--- src/edge_irq_pkg.sv ---
// Purpose: Shared constants and types of the external edge interrupt unit
// Assumes: APB slave, 32-bit data, register byte address = index * 4
// Notes: Pin index 0..7 is port 0, 8..11 is port 1 pins 0..3
`default_nettype none
package edge_irq_pkg;

    localparam int ADDR_W = 10;
    localparam int DATA_W = 32;
    localparam int NPIN = 12;
    localparam int NVEC = 5;

    // Register indices; byte address is the index times four
    localparam logic [7:0] IDX_P0_HIGH_SEL = 8'hCA;
    localparam logic [7:0] IDX_P0_LOW_SEL = 8'hCB;
    localparam logic [7:0] IDX_P1_SEL = 8'hCC;
    localparam logic [7:0] IDX_GROUP_FLAGS = 8'hCD;
    localparam logic [7:0] IDX_P0_PENDING = 8'hD7;
    localparam logic [7:0] IDX_P1_PENDING = 8'hD8;
    localparam logic [7:0] IDX_EVENT_STATUS = 8'hE0;
    localparam logic [7:0] IDX_EVENT_MASK = 8'hE1;

    localparam logic [7:0] RST_BYTE = 8'h00;
    localparam logic [11:0] RST_PINS = 12'h000;
    localparam logic [DATA_W-1:0] RD_ZERO = 32'h0000_0000;

    // Pin index of each line
    localparam int PIN_LINE0 = 2;
    localparam int PIN_LINE1 = 3;
    localparam int PIN_LINE2 = 4;
    localparam int PIN_LINE3 = 5;
    localparam int PIN_LINE4 = 6;
    localparam int PIN_LINE5 = 7;
    localparam int PIN_LINE6 = 8;
    localparam int PIN_LINE7 = 9;
    localparam int PIN_LINE8 = 10;
    localparam int PIN_LINE9 = 11;
    localparam int PIN_LINE10 = 0;
    localparam int PIN_LINE11 = 1;

    // Grouped pins sharing one vector
    localparam logic [11:0] GROUP_PINS = 12'hE57;

    // Vector request / acknowledge positions
    localparam int VEC_GROUP = 0;
    localparam int VEC_LINE6 = 1;
    localparam int VEC_LINE5 = 2;
    localparam int VEC_LINE3 = 3;
    localparam int VEC_LINE1 = 4;

    typedef enum logic [1:0] {
        EDGE_OFF = 2'b00,
        EDGE_FALL = 2'b01,
        EDGE_RISE = 2'b10,
        EDGE_BOTH = 2'b11
    } edge_mode_e;

    typedef struct packed {
        logic psel;
        logic penable;
        logic pwrite;
        logic [ADDR_W-1:0] paddr;
        logic [DATA_W-1:0] pwdata;
    } apb_req_s;

endpackage
`default_nettype wire

--- src/external_edge_interrupt_unit.sv ---
// Purpose: Twelve edge-triggered external interrupt lines behind an APB slave
// Assumes: Pins synchronous enough to sample with a two-stage synchroniser
// Notes: One wait state on every APB access; pready and prdata are registered
//
// Local design decision: the APB slave port.
`timescale 1ns/1ps
`default_nettype none
module external_edge_interrupt_unit (
    input wire logic clk,
    input wire logic rst_n,
    input wire edge_irq_pkg::apb_req_s apb_req,
    output logic [edge_irq_pkg::DATA_W-1:0] prdata,
    output logic pready,
    output logic pslverr,
    input wire logic [7:0] port0_pins,
    input wire logic [3:0] port1_low_pins,
    input wire logic [edge_irq_pkg::NVEC-1:0] vector_ack,
    output logic [edge_irq_pkg::NVEC-1:0] vector_req,
    output logic irq
);
    import edge_irq_pkg::*;

    logic [7:0] p0_high_sel_reg;
    logic [7:0] p0_low_sel_reg;
    logic [7:0] p1_sel_reg;
    logic [7:0] group_flags_reg;
    logic [7:0] group_flags_next;
    logic [11:0] pending_reg;
    logic [11:0] pending_next;
    logic [11:0] status_reg;
    logic [11:0] status_next;
    logic [11:0] mask_reg;
    logic [11:0] sync1_reg;
    logic [11:0] sync2_reg;
    logic [11:0] prev_reg;
    logic [11:0] pins_in;
    logic [11:0] edge_hit;
    logic [11:0] ack_clear;
    logic [23:0] sel_all;
    logic [DATA_W-1:0] prdata_reg;
    logic pready_reg;
    logic pslverr_reg;
    logic [NVEC-1:0] vector_req_reg;
    logic irq_reg;
    logic access;
    logic wr_en;
    logic [7:0] wr_byte;
    logic [11:0] wr_pins;
    logic hit_p0_high;
    logic hit_p0_low;
    logic hit_p1_sel;
    logic hit_group;
    logic hit_p0_pend;
    logic hit_p1_pend;
    logic hit_status;
    logic hit_mask;
    logic setup_seen;
    logic rd_en;

    // Address decode: hit when byte address equals index times four
    function automatic logic addr_hit(input logic [ADDR_W-1:0] addr, input logic [7:0] idx);
        addr_hit = (addr == {idx, 2'b00});
    endfunction

    function automatic logic addr_mapped(input logic [ADDR_W-1:0] addr);
        addr_mapped = addr_hit(addr, IDX_P0_HIGH_SEL) | addr_hit(addr, IDX_P0_LOW_SEL)
            | addr_hit(addr, IDX_P1_SEL) | addr_hit(addr, IDX_GROUP_FLAGS)
            | addr_hit(addr, IDX_P0_PENDING) | addr_hit(addr, IDX_P1_PENDING)
            | addr_hit(addr, IDX_EVENT_STATUS) | addr_hit(addr, IDX_EVENT_MASK);
    endfunction

    function automatic logic [7:0] group_of(input logic [11:0] p);
        group_of = {p[PIN_LINE0], p[PIN_LINE2], p[PIN_LINE4], p[PIN_LINE7],
                    p[PIN_LINE8], p[PIN_LINE9], p[PIN_LINE10], p[PIN_LINE11]};
    endfunction

    assign pins_in = {port1_low_pins, port0_pins};
    // field layout, pin i at bits 2i+1:2i
    assign sel_all = {p1_sel_reg, p0_high_sel_reg, p0_low_sel_reg};

    assign access = apb_req.psel & apb_req.penable & pready_reg;
    assign wr_en = access & apb_req.pwrite;
    assign wr_byte = apb_req.pwdata[7:0];
    assign wr_pins = apb_req.pwdata[11:0];

    // One decoded hit per register, shared by write and read paths
    assign hit_p0_high = addr_hit(apb_req.paddr, IDX_P0_HIGH_SEL);
    assign hit_p0_low = addr_hit(apb_req.paddr, IDX_P0_LOW_SEL);
    assign hit_p1_sel = addr_hit(apb_req.paddr, IDX_P1_SEL);
    assign hit_group = addr_hit(apb_req.paddr, IDX_GROUP_FLAGS);
    assign hit_p0_pend = addr_hit(apb_req.paddr, IDX_P0_PENDING);
    assign hit_p1_pend = addr_hit(apb_req.paddr, IDX_P1_PENDING);
    assign hit_status = addr_hit(apb_req.paddr, IDX_EVENT_STATUS);
    assign hit_mask = addr_hit(apb_req.paddr, IDX_EVENT_MASK);
    // First access-phase cycle, before the wait state ends
    assign setup_seen = apb_req.psel & apb_req.penable & ~pready_reg;
    assign rd_en = setup_seen & ~apb_req.pwrite;

    always_ff @(posedge clk or negedge rst_n) begin
        if (!rst_n) begin
            sync1_reg <= RST_PINS;
            sync2_reg <= RST_PINS;
            prev_reg <= RST_PINS;
        end else begin
            sync1_reg <= pins_in;
            sync2_reg <= sync1_reg;
            prev_reg <= sync2_reg;
        end
    end

    genvar gi;
    generate
        for (gi = 0; gi < NPIN; gi++) begin : g_edge
            logic rise;
            logic fall;
            assign rise = sync2_reg[gi] & ~prev_reg[gi];
            assign fall = ~sync2_reg[gi] & prev_reg[gi];
            always_comb begin
                case (edge_mode_e'(sel_all[2*gi +: 2]))
                    EDGE_FALL: edge_hit[gi] = fall;
                    EDGE_RISE: edge_hit[gi] = rise;
                    EDGE_BOTH: edge_hit[gi] = rise | fall;
                    default: edge_hit[gi] = 1'b0;
                endcase
            end
        end
    endgenerate

    always_comb begin
        ack_clear = 12'h000;
        ack_clear[PIN_LINE6] = vector_ack[VEC_LINE6];
        ack_clear[PIN_LINE5] = vector_ack[VEC_LINE5];
        ack_clear[PIN_LINE3] = vector_ack[VEC_LINE3];
        ack_clear[PIN_LINE1] = vector_ack[VEC_LINE1];
        if (vector_ack[VEC_GROUP]) begin
            ack_clear = ack_clear | GROUP_PINS;
        end
    end

    always_ff @(posedge clk or negedge rst_n) begin
        if (!rst_n) begin
            p0_high_sel_reg <= RST_BYTE;
        end else if (wr_en && hit_p0_high) begin
            p0_high_sel_reg <= wr_byte;
        end
    end

    always_ff @(posedge clk or negedge rst_n) begin
        if (!rst_n) begin
            p0_low_sel_reg <= RST_BYTE;
        end else if (wr_en && hit_p0_low) begin
            p0_low_sel_reg <= wr_byte;
        end
    end

    always_ff @(posedge clk or negedge rst_n) begin
        if (!rst_n) begin
            p1_sel_reg <= RST_BYTE;
        end else if (wr_en && hit_p1_sel) begin
            p1_sel_reg <= wr_byte;
        end
    end

    // pending bits, set wins over write and acknowledge
    always_comb begin
        pending_next = pending_reg;
        if (wr_en && hit_p0_pend) begin
            pending_next[7:0] = wr_byte;
        end
        if (wr_en && hit_p1_pend) begin
            pending_next[11:8] = wr_byte[3:0];
        end
        pending_next = (pending_next & ~ack_clear) | edge_hit;
    end

    always_comb begin
        group_flags_next = group_flags_reg;
        if (wr_en && hit_group) begin
            group_flags_next = wr_byte;
        end
        group_flags_next = group_flags_next | group_of(edge_hit);
    end

    // Event status: write one to clear, set wins
    always_comb begin
        status_next = status_reg;
        if (wr_en && hit_status) begin
            status_next = status_reg & ~wr_pins;
        end
        status_next = status_next | edge_hit;
    end

    always_ff @(posedge clk or negedge rst_n) begin
        if (!rst_n) begin
            pending_reg <= RST_PINS;
        end else begin
            pending_reg <= pending_next;
        end
    end

    always_ff @(posedge clk or negedge rst_n) begin
        if (!rst_n) begin
            group_flags_reg <= RST_BYTE;
        end else begin
            group_flags_reg <= group_flags_next;
        end
    end

    // Sticky event status register
    always_ff @(posedge clk or negedge rst_n) begin
        if (!rst_n) begin
            status_reg <= RST_PINS;
        end else begin
            status_reg <= status_next;
        end
    end

    // Event mask register, one enables the line
    always_ff @(posedge clk or negedge rst_n) begin
        if (!rst_n) begin
            mask_reg <= RST_PINS;
        end else if (wr_en && hit_mask) begin
            mask_reg <= wr_pins;
        end
    end

    always_ff @(posedge clk or negedge rst_n) begin
        if (!rst_n) begin
            vector_req_reg <= '0;
        end else begin
            vector_req_reg[VEC_GROUP] <= |(pending_next & GROUP_PINS);
            vector_req_reg[VEC_LINE6] <= pending_next[PIN_LINE6];
            vector_req_reg[VEC_LINE5] <= pending_next[PIN_LINE5];
            vector_req_reg[VEC_LINE3] <= pending_next[PIN_LINE3];
            vector_req_reg[VEC_LINE1] <= pending_next[PIN_LINE1];
        end
    end

    // Level interrupt while an unmasked status bit is set
    always_ff @(posedge clk or negedge rst_n) begin
        if (!rst_n) begin
            irq_reg <= 1'b0;
        end else begin
            irq_reg <= |(status_next & mask_reg);
        end
    end

    // APB answer: exactly one wait state
    always_ff @(posedge clk or negedge rst_n) begin
        if (!rst_n) begin
            pready_reg <= 1'b0;
        end else begin
            pready_reg <= setup_seen;
        end
    end

    // Unmapped address answered with an error
    always_ff @(posedge clk or negedge rst_n) begin
        if (!rst_n) begin
            pslverr_reg <= 1'b0;
        end else begin
            pslverr_reg <= setup_seen & ~addr_mapped(apb_req.paddr);
        end
    end

    // Registered read data, zero outside a read answer
    always_ff @(posedge clk or negedge rst_n) begin
        if (!rst_n) begin
            prdata_reg <= RD_ZERO;
        end else begin
            prdata_reg <= RD_ZERO;
            if (rd_en) begin
                if (hit_p0_high) begin
                    prdata_reg[7:0] <= p0_high_sel_reg;
                end
                if (hit_p0_low) begin
                    prdata_reg[7:0] <= p0_low_sel_reg;
                end
                if (hit_p1_sel) begin
                    prdata_reg[7:0] <= p1_sel_reg;
                end
                if (hit_group) begin
                    prdata_reg[7:0] <= group_flags_reg;
                end
                if (hit_p0_pend) begin
                    prdata_reg[7:0] <= pending_reg[7:0];
                end
                if (hit_p1_pend) begin
                    prdata_reg[3:0] <= pending_reg[11:8];
                end
                if (hit_status) begin
                    prdata_reg[11:0] <= status_reg;
                end
                if (hit_mask) begin
                    prdata_reg[11:0] <= mask_reg;
                end
            end
        end
    end

    assign prdata = prdata_reg;
    assign pready = pready_reg;
    assign pslverr = pslverr_reg;
    assign vector_req = vector_req_reg;
    assign irq = irq_reg;

endmodule // external_edge_interrupt_unit
`default_nettype wire

--- config.mk ---
export PLATFORM = sky130hd
export DESIGN_NAME = external_edge_interrupt_unit
export DESIGN_NICKNAME = d
export VERILOG_FILES = /design/src/edge_irq_pkg.sv /design/src/external_edge_interrupt_unit.sv
export SDC_FILE = /design/constraint.sdc
export NUM_CORES = 1
export LEC_CHECK = 0
export ABC_AREA = 1
export BUFFER_PORTS_ARGS = -buffer_cell sky130_fd_sc_hd__buf_2
export CAP_MARGIN = 20
export CORE_MARGIN = 2
export CORE_UTILIZATION = 40
export CTS_CLUSTER_DIAMETER = 50
export DETAILED_ROUTE_END_ITERATION = 6
export PLACE_DENSITY = 0.64
export SYNTH_ARGS = -nofsm -noshare
export SYNTH_HDL_FRONTEND = slang
export SYNTH_SLANG_ARGS = --single-unit
export TNS_END_PERCENT = 20
--- constraint.sdc ---
create_clock -name clk -period 3.6 [get_ports clk]
set_clock_uncertainty 0.05 [all_clocks]
set_input_delay 0.72 -clock clk [delete_from_list [all_inputs] [get_ports clk]]
set_output_delay 0.72 -clock clk [all_outputs]
set_load 0.02 [all_outputs]
==> results of run 1 <==
## path summary, 6_finish.rpt
check	start	end	slack, ns
setup / recovery	apb_req[33]	mask_reg[8]$_DFFE_PN0P_	1.54
hold / removal	sync1_reg[0]$_DFF_PN0_	sync2_reg[0]$_DFF_PN0_	0.29
setup reg to reg	sync2_reg[2]$_DFF_PN0_	irq$_DFF_PN0_	1.59
hold reg to reg	sync1_reg[0]$_DFF_PN0_	sync2_reg[0]$_DFF_PN0_	0.29
max in group asynchronous	rst_n	sync2_reg[8]$_DFF_PN0_	2.55
min in group asynchronous	rst_n	prdata[7]$_DFF_PN0_	0.30
## worst max-delay path: stages
cell	delay (ns)
buf_2	0.12
nor2_4	0.15
nand2_4	0.14
inv_2	0.10
nand2_2	0.11
nor2_4	0.24
nand2_2	0.33
mux2_4	0.40
## cell type report
cell class	instances	area (sq um)
multi-input combinational	450	2440
fill	1425	7560
inverter	87	330
tap	184	230
sequential	120	3000
clock inverter	8	95.1
clock buffer	23	488
timing repair buffer	68	380
## metrics by stage
stage | worst slack (ns) | hold slack, ns
after floorplan | 1.68 | 0.281
after global placement | 1.12 | 0.283
after detailed placement | 1.10 | 0.285
after CTS | 1.54 | 0.293
after global routing | 1.42 | 0.297
final | 1.54 | 0.292
## cell usage in the layout, fill, tap and decap left out, types with 5 or more instances in the layout
master       n
buf_2       62
o21ai_0     44
a32oi_1      9
o22ai_1      5
nand3_1     44
nand2_1    160
o211ai_1    11
inv_1       81
clkinv_2     7
o21ai_1      9
nor2_1      38
conb_1      20
or2_2       10
dfrtp_1    120
nand2_2      7
clkbuf_16   17
nand4_1     14
ha_1        24
a21oi_1     27
## power by group
part,total (mW),switching [mW],internal [mW],leakage (nW)
registers,1.39,0.0118,1.37,1.49
clock network,1.67,0.585,1.08,0.285
logic,0.159,0.114,0.0450,1.87
## cell families after synthesis
logic type / synth area share, %
buffers and inverters: 9.86
multiplexers: 1.18
AND/OR/NAND/NOR: 23.4
flip-flops: 50.4
other: 0.0629
AO/OA/AOI/OAI: 10.1
adder cells (fa/ha/maj): 5.04
## synthesized netlist by cell type, types with 10 or more instances
master    number
inv_1         81
nand3_1       44
o211ai_1      11
o21ai_0       44
ha_1          24
dfrtp_1      120
nand4_1       14
a21oi_1       27
nor2_1        38
nand2_1      160
buf_4         25
or2_2         10
## per-layer routing
| metal | vias up | routed length (um) | global-route usage, % |
|---|---|---|---|
| li1 | 2293 | - | - |
| met1 | 2188 | 6200 | 24.6 |
| met2 | 157 | 6670 | 29.6 |
| met3 | 17 | 886 | 5.10 |
| met4 | 0 | 258 | 7.37 |
| met5 | - | 0 | 0 |
==> flow_metrics.env, run 1 <==
export IMPL_outcome="completed"
export IMPL_powerDensity_mw_per_mm2=461
export IMPL_yosysWarningCount=0
export IMPL_rr_worst_depth=8
export IMPL_numPortBuffers=63
export IMPL_period_share_pct=57.2
export IMPL_drc=0
export IMPL_area_delta_synth_final_pct=16.9
export IMPL_cp_start_kind="input port"
export IMPL_synth_top_cell_area_share_pct=50.4
export IMPL_final_nets=832
export IMPL_period_minus_slack_ns=2.06
export IMPL_clk_pin_slew_worst_paths_ns=0.05
export IMPL_antenna_found_initial=0
export IMPL_finalHoldViolations=0
export IMPL_drive_gt1_share_pct=18.8
export IMPL_synth_edf_count=0
export IMPL_avgSynthCellArea_sq_um=8.85
export IMPL_vias=4655
export IMPL_io_pins=104
export IMPL_worstHoldPathCells=0
export IMPL_synth_ff_type="dfrtp_1"
export IMPL_cts_setup_buffers=0
export IMPL_rsz0062_at_grt="no"
export IMPL_p_leak_nw=3.64
export IMPL_final_area_sq_mm=0.00697
export IMPL_path_max_fanout=20
export IMPL_tightest_slew_ns=0.743
export IMPL_firstDrtPassIters=5
export IMPL_grt_max_degree=55
export IMPL_cp_data_arrival_time_ns=2.31
export IMPL_dpl_cell_area_sq_mm=0.00639
export IMPL_ys_async_sr_fraction_pct=100
export IMPL_end_kind="flop"
export IMPL_cts_tree="done"
export IMPL_clk_latency_ns=0.42
export IMPL_core_area_sq_mm=0.0145
export IMPL_clock_fmax_ghz=0.485
export IMPL_die_width_um=126
export IMPL_dieArea_sq_mm=0.0159
export IMPL_track_usage_pct=18.7
export IMPL_cts_resized_gates=0
export IMPL_clkSinkCount=120
export IMPL_h_tree_depth=4
export IMPL_yosys_top_cells_area="dfrtp_1 50%, nand2_1 10%, inv_1 5.1%"
export IMPL_synthCells=674
export IMPL_row_count=44
export IMPL_slew_headroom_pct=49.9
export IMPL_syn_area_sq_mm=0.00596
export IMPL_gp_congestion=0.840
export IMPL_cts_hold_buf=0
export IMPL_hold_path_class="flop to flop"
export IMPL_grt_overflow=0
export IMPL_finalSetupTns_ns=0
export IMPL_dpl_hpwl_mm=10.3
export IMPL_utilization_pct=48.0
export IMPL_slew_violations=0
export IMPL_detail_route_antenna_nets=0
export IMPL_grt_pass1_wl_mm=23.0
export IMPL_cap_violations=0
export IMPL_diodes=0
export IMPL_instances_no_fill=940
export IMPL_cp_required_ns=3.85
export IMPL_power_mw=3.21
export IMPL_synth_cell_types=36
export IMPL_seq_area_frac_synth_pct=50.4
export IMPL_setup_viol=0
export IMPL_drt_wl_total_mm=14.0
export IMPL_critical_path_class="input port to flop"
export IMPL_wire_per_inst_um=14.9
export IMPL_drt_iter0_drc=367
export IMPL_dp_cells=909
export IMPL_synth_top_area_cell="dfrtp_1"
export IMPL_start_util_pct=41.0
export IMPL_synth_seq_cells=120
export IMPL_ir_worst_vdd_v=0.000316
export IMPL_clockBufferDepth=2
export IMPL_avgViaCountPerCell=4.95
export IMPL_numCtsBuffers=17
export IMPL_ctsRootBufferMaster="clkbuf_16"
export IMPL_grt_pass1_vias=4391
export IMPL_die_h_um=126
No activity file was read; power rests on OpenSTA's default activity.
==> run 2: changes to the inputs <==
==> constraint.sdc (replaced) <==
create_clock -name clk -period 2 [get_ports clk]
set_clock_uncertainty 0.05 [all_clocks]
set_input_delay 0.4 -clock clk [delete_from_list [all_inputs] [get_ports clk]]
set_output_delay 0.4 -clock clk [all_outputs]
set_load 0.02 [all_outputs]
==> flow_metrics.env, run 2 (same netlist as run 1, synthesis figures left out) <==
export IMPL_outcome="completed"
export IMPL_period_minus_slack_ns=1.81
export IMPL_vias=4837
export IMPL_drive_gt1_share_pct=22.3
export IMPL_cp_required_ns=2.25
export IMPL_clk_latency_ns=0.42
export IMPL_hold_path_class="input port to flop"
export IMPL_finalHoldViolations=0
export IMPL_utilization_pct=49.9
export IMPL_period_share_pct=90.5
export IMPL_dieArea_sq_mm=0.0159
export IMPL_finalSetupTns_ns=0
export IMPL_numPortBuffers=63
export IMPL_io_pins=104
export IMPL_grt_pass1_vias=4776
export IMPL_numCtsBuffers=17
export IMPL_cp_start_kind="flop"
export IMPL_setup_viol=0
export IMPL_dpl_hpwl_mm=10.8
export IMPL_cpMostUsedCell="nand2_1"
export IMPL_cp_slowest_cell="dfrtp_1"
export IMPL_p_leak_nw=3.81
export IMPL_clkSinkCount=120
export IMPL_cp_data_arrival_time_ns=2.06
export IMPL_detail_route_antenna_nets=0
export IMPL_dpl_cell_area_sq_mm=0.00669
export IMPL_layout_common_cells="160 x nand2_1, 120 x dfrtp_1, 81 x inv_1"
export IMPL_wire_per_inst_um=14.8
export IMPL_slew_headroom_pct=64.8
export IMPL_crit_chain="ha_1 -> or2_2 -> a32oi_1 -> nand2_1 -> nand2_1 -> nand2_1 -> nor2_2 -> nand3_1"
export IMPL_powerDensity_mw_per_mm2=781
export IMPL_cap_violations=0
export IMPL_track_usage_pct=19.6
export IMPL_antenna_found_initial=0
export IMPL_cts_setup_buffers=0
export IMPL_cp_num_buf_inv=0
export IMPL_core_area_sq_mm=0.0145
export IMPL_grt_util_met3_pct=5.95
export IMPL_clock_fmax_ghz=0.553
export IMPL_slew_violations=0
export IMPL_path_max_fanout=3
export IMPL_end_kind="flop"
export IMPL_grt_busiest_layer="met2"
export IMPL_grt_max_degree=54
export IMPL_cp_slowest_stage_delay_ns=0.40
export IMPL_ir_worst_vdd_v=0.000822
export IMPL_final_common_cell="nand2_1"
export IMPL_drt_iter0_drc=366
export IMPL_start_util_pct=41.0
export IMPL_cts_tree="done"
export IMPL_die_width_um=126
export IMPL_die_h_um=126
export IMPL_rsz0062_at_grt="no"
export IMPL_diodes=0
export IMPL_critical_path_class="flop to flop"
export IMPL_met2_usage_pct=32.6
export IMPL_avgViaCountPerCell=4.95
export IMPL_tightest_slew_ns=0.527
export IMPL_final_nets=871
export IMPL_ctsRootBufferMaster="clkbuf_16"
export IMPL_use_met1_pct=24.7
export IMPL_firstDrtPassIters=7
export IMPL_final_area_sq_mm=0.00725
export IMPL_drc=0
export IMPL_h_tree_depth=4
export IMPL_pre_cts_slack_ns=0.0464
export IMPL_row_count=44
export IMPL_gp_congestion=0.875
export IMPL_grt_overflow=0
export IMPL_cp_top_family="simple AND/OR/NAND/NOR gates"
export IMPL_worst_slack_ns=0.191
export IMPL_area_delta_synth_final_pct=21.5
export IMPL_grt_pass1_wl_mm=24.2
export IMPL_drt_wl_total_mm=14.5
export IMPL_clk_pin_slew_worst_paths_ns=0.05
export IMPL_clockBufferDepth=2
-- run 2: cell count changes in the layout (fill, tap and decap cells not counted), moves of 2 or more --
cell,before,now
clkinvlp_4,2,0
clkbuf_1,2,4
buf_4,4,41
clkinv_2,7,5
-- run 2: layout make-up --
class                           count  area, sq um
Inverter                           87          330
Clock inverter                      3         40.0
Multi-Input combinational cell    450         2450
Timing Repair Buffer              107          688
Clock buffer                       26          509
Tap cell                          184          230
Sequential cell                   120         3000
Fill cell                        1435         7290
-- run 2: what timing repair did --
| item | in CTS | in global routing |
|---|---|---|
| endpoints found under the setup margin | 0 | 1 |
| endpoints found under the hold margin | 23 | 0 |
| hold buffers | 1 | 0 |
| gates resized for setup | 0 | 1 |
-- run 2: per-stage QoR --
step                total power, mW  cells  hold slack [ns]
floorplan                      2.70    693           0.0544
global placement               2.84    947            0.175
detailed placement             2.84    947            0.175
CTS                            5.72    977           0.0156
global route                   5.86    977           0.0154
finish                         5.66    977           0.0332
-- run 2: path summary, 6_finish.rpt --
path,start,end,slack (ns),cells after the start
min reg2reg,sync1_reg[1]$_DFF_PN0_,sync2_reg[1]$_DFF_PN0_,0.29,0
max,sync2_reg[1]$_DFF_PN0_,irq$_DFF_PN0_,0.19,8
min in group asynchronous,rst_n,prdata[7]$_DFF_PN0_,0.29,2
min,port0_pins[6],sync1_reg[6]$_DFF_PN0_,0.03,1
max reg2reg,sync2_reg[1]$_DFF_PN0_,irq$_DFF_PN0_,0.19,8
max in group asynchronous,rst_n,prev_reg[0]$_DFF_PN0_,0.88,3
-- run 2: layer usage --
layer	up-vias	part of all wire [%]
met5	-	0
met1	2298	44
met4	0	1.6
li1	2381	-
met3	24	5.6
met2	134	49
-- run 2: where the power goes --
part | switching, mW | internal (mW) | leakage [nW]
clock | 1.02 | 1.84 | 0.272
combinational | 0.209 | 0.0926 | 2.05
sequential | 0.0220 | 2.47 | 1.49
total | 1.25 | 4.41 | 3.81
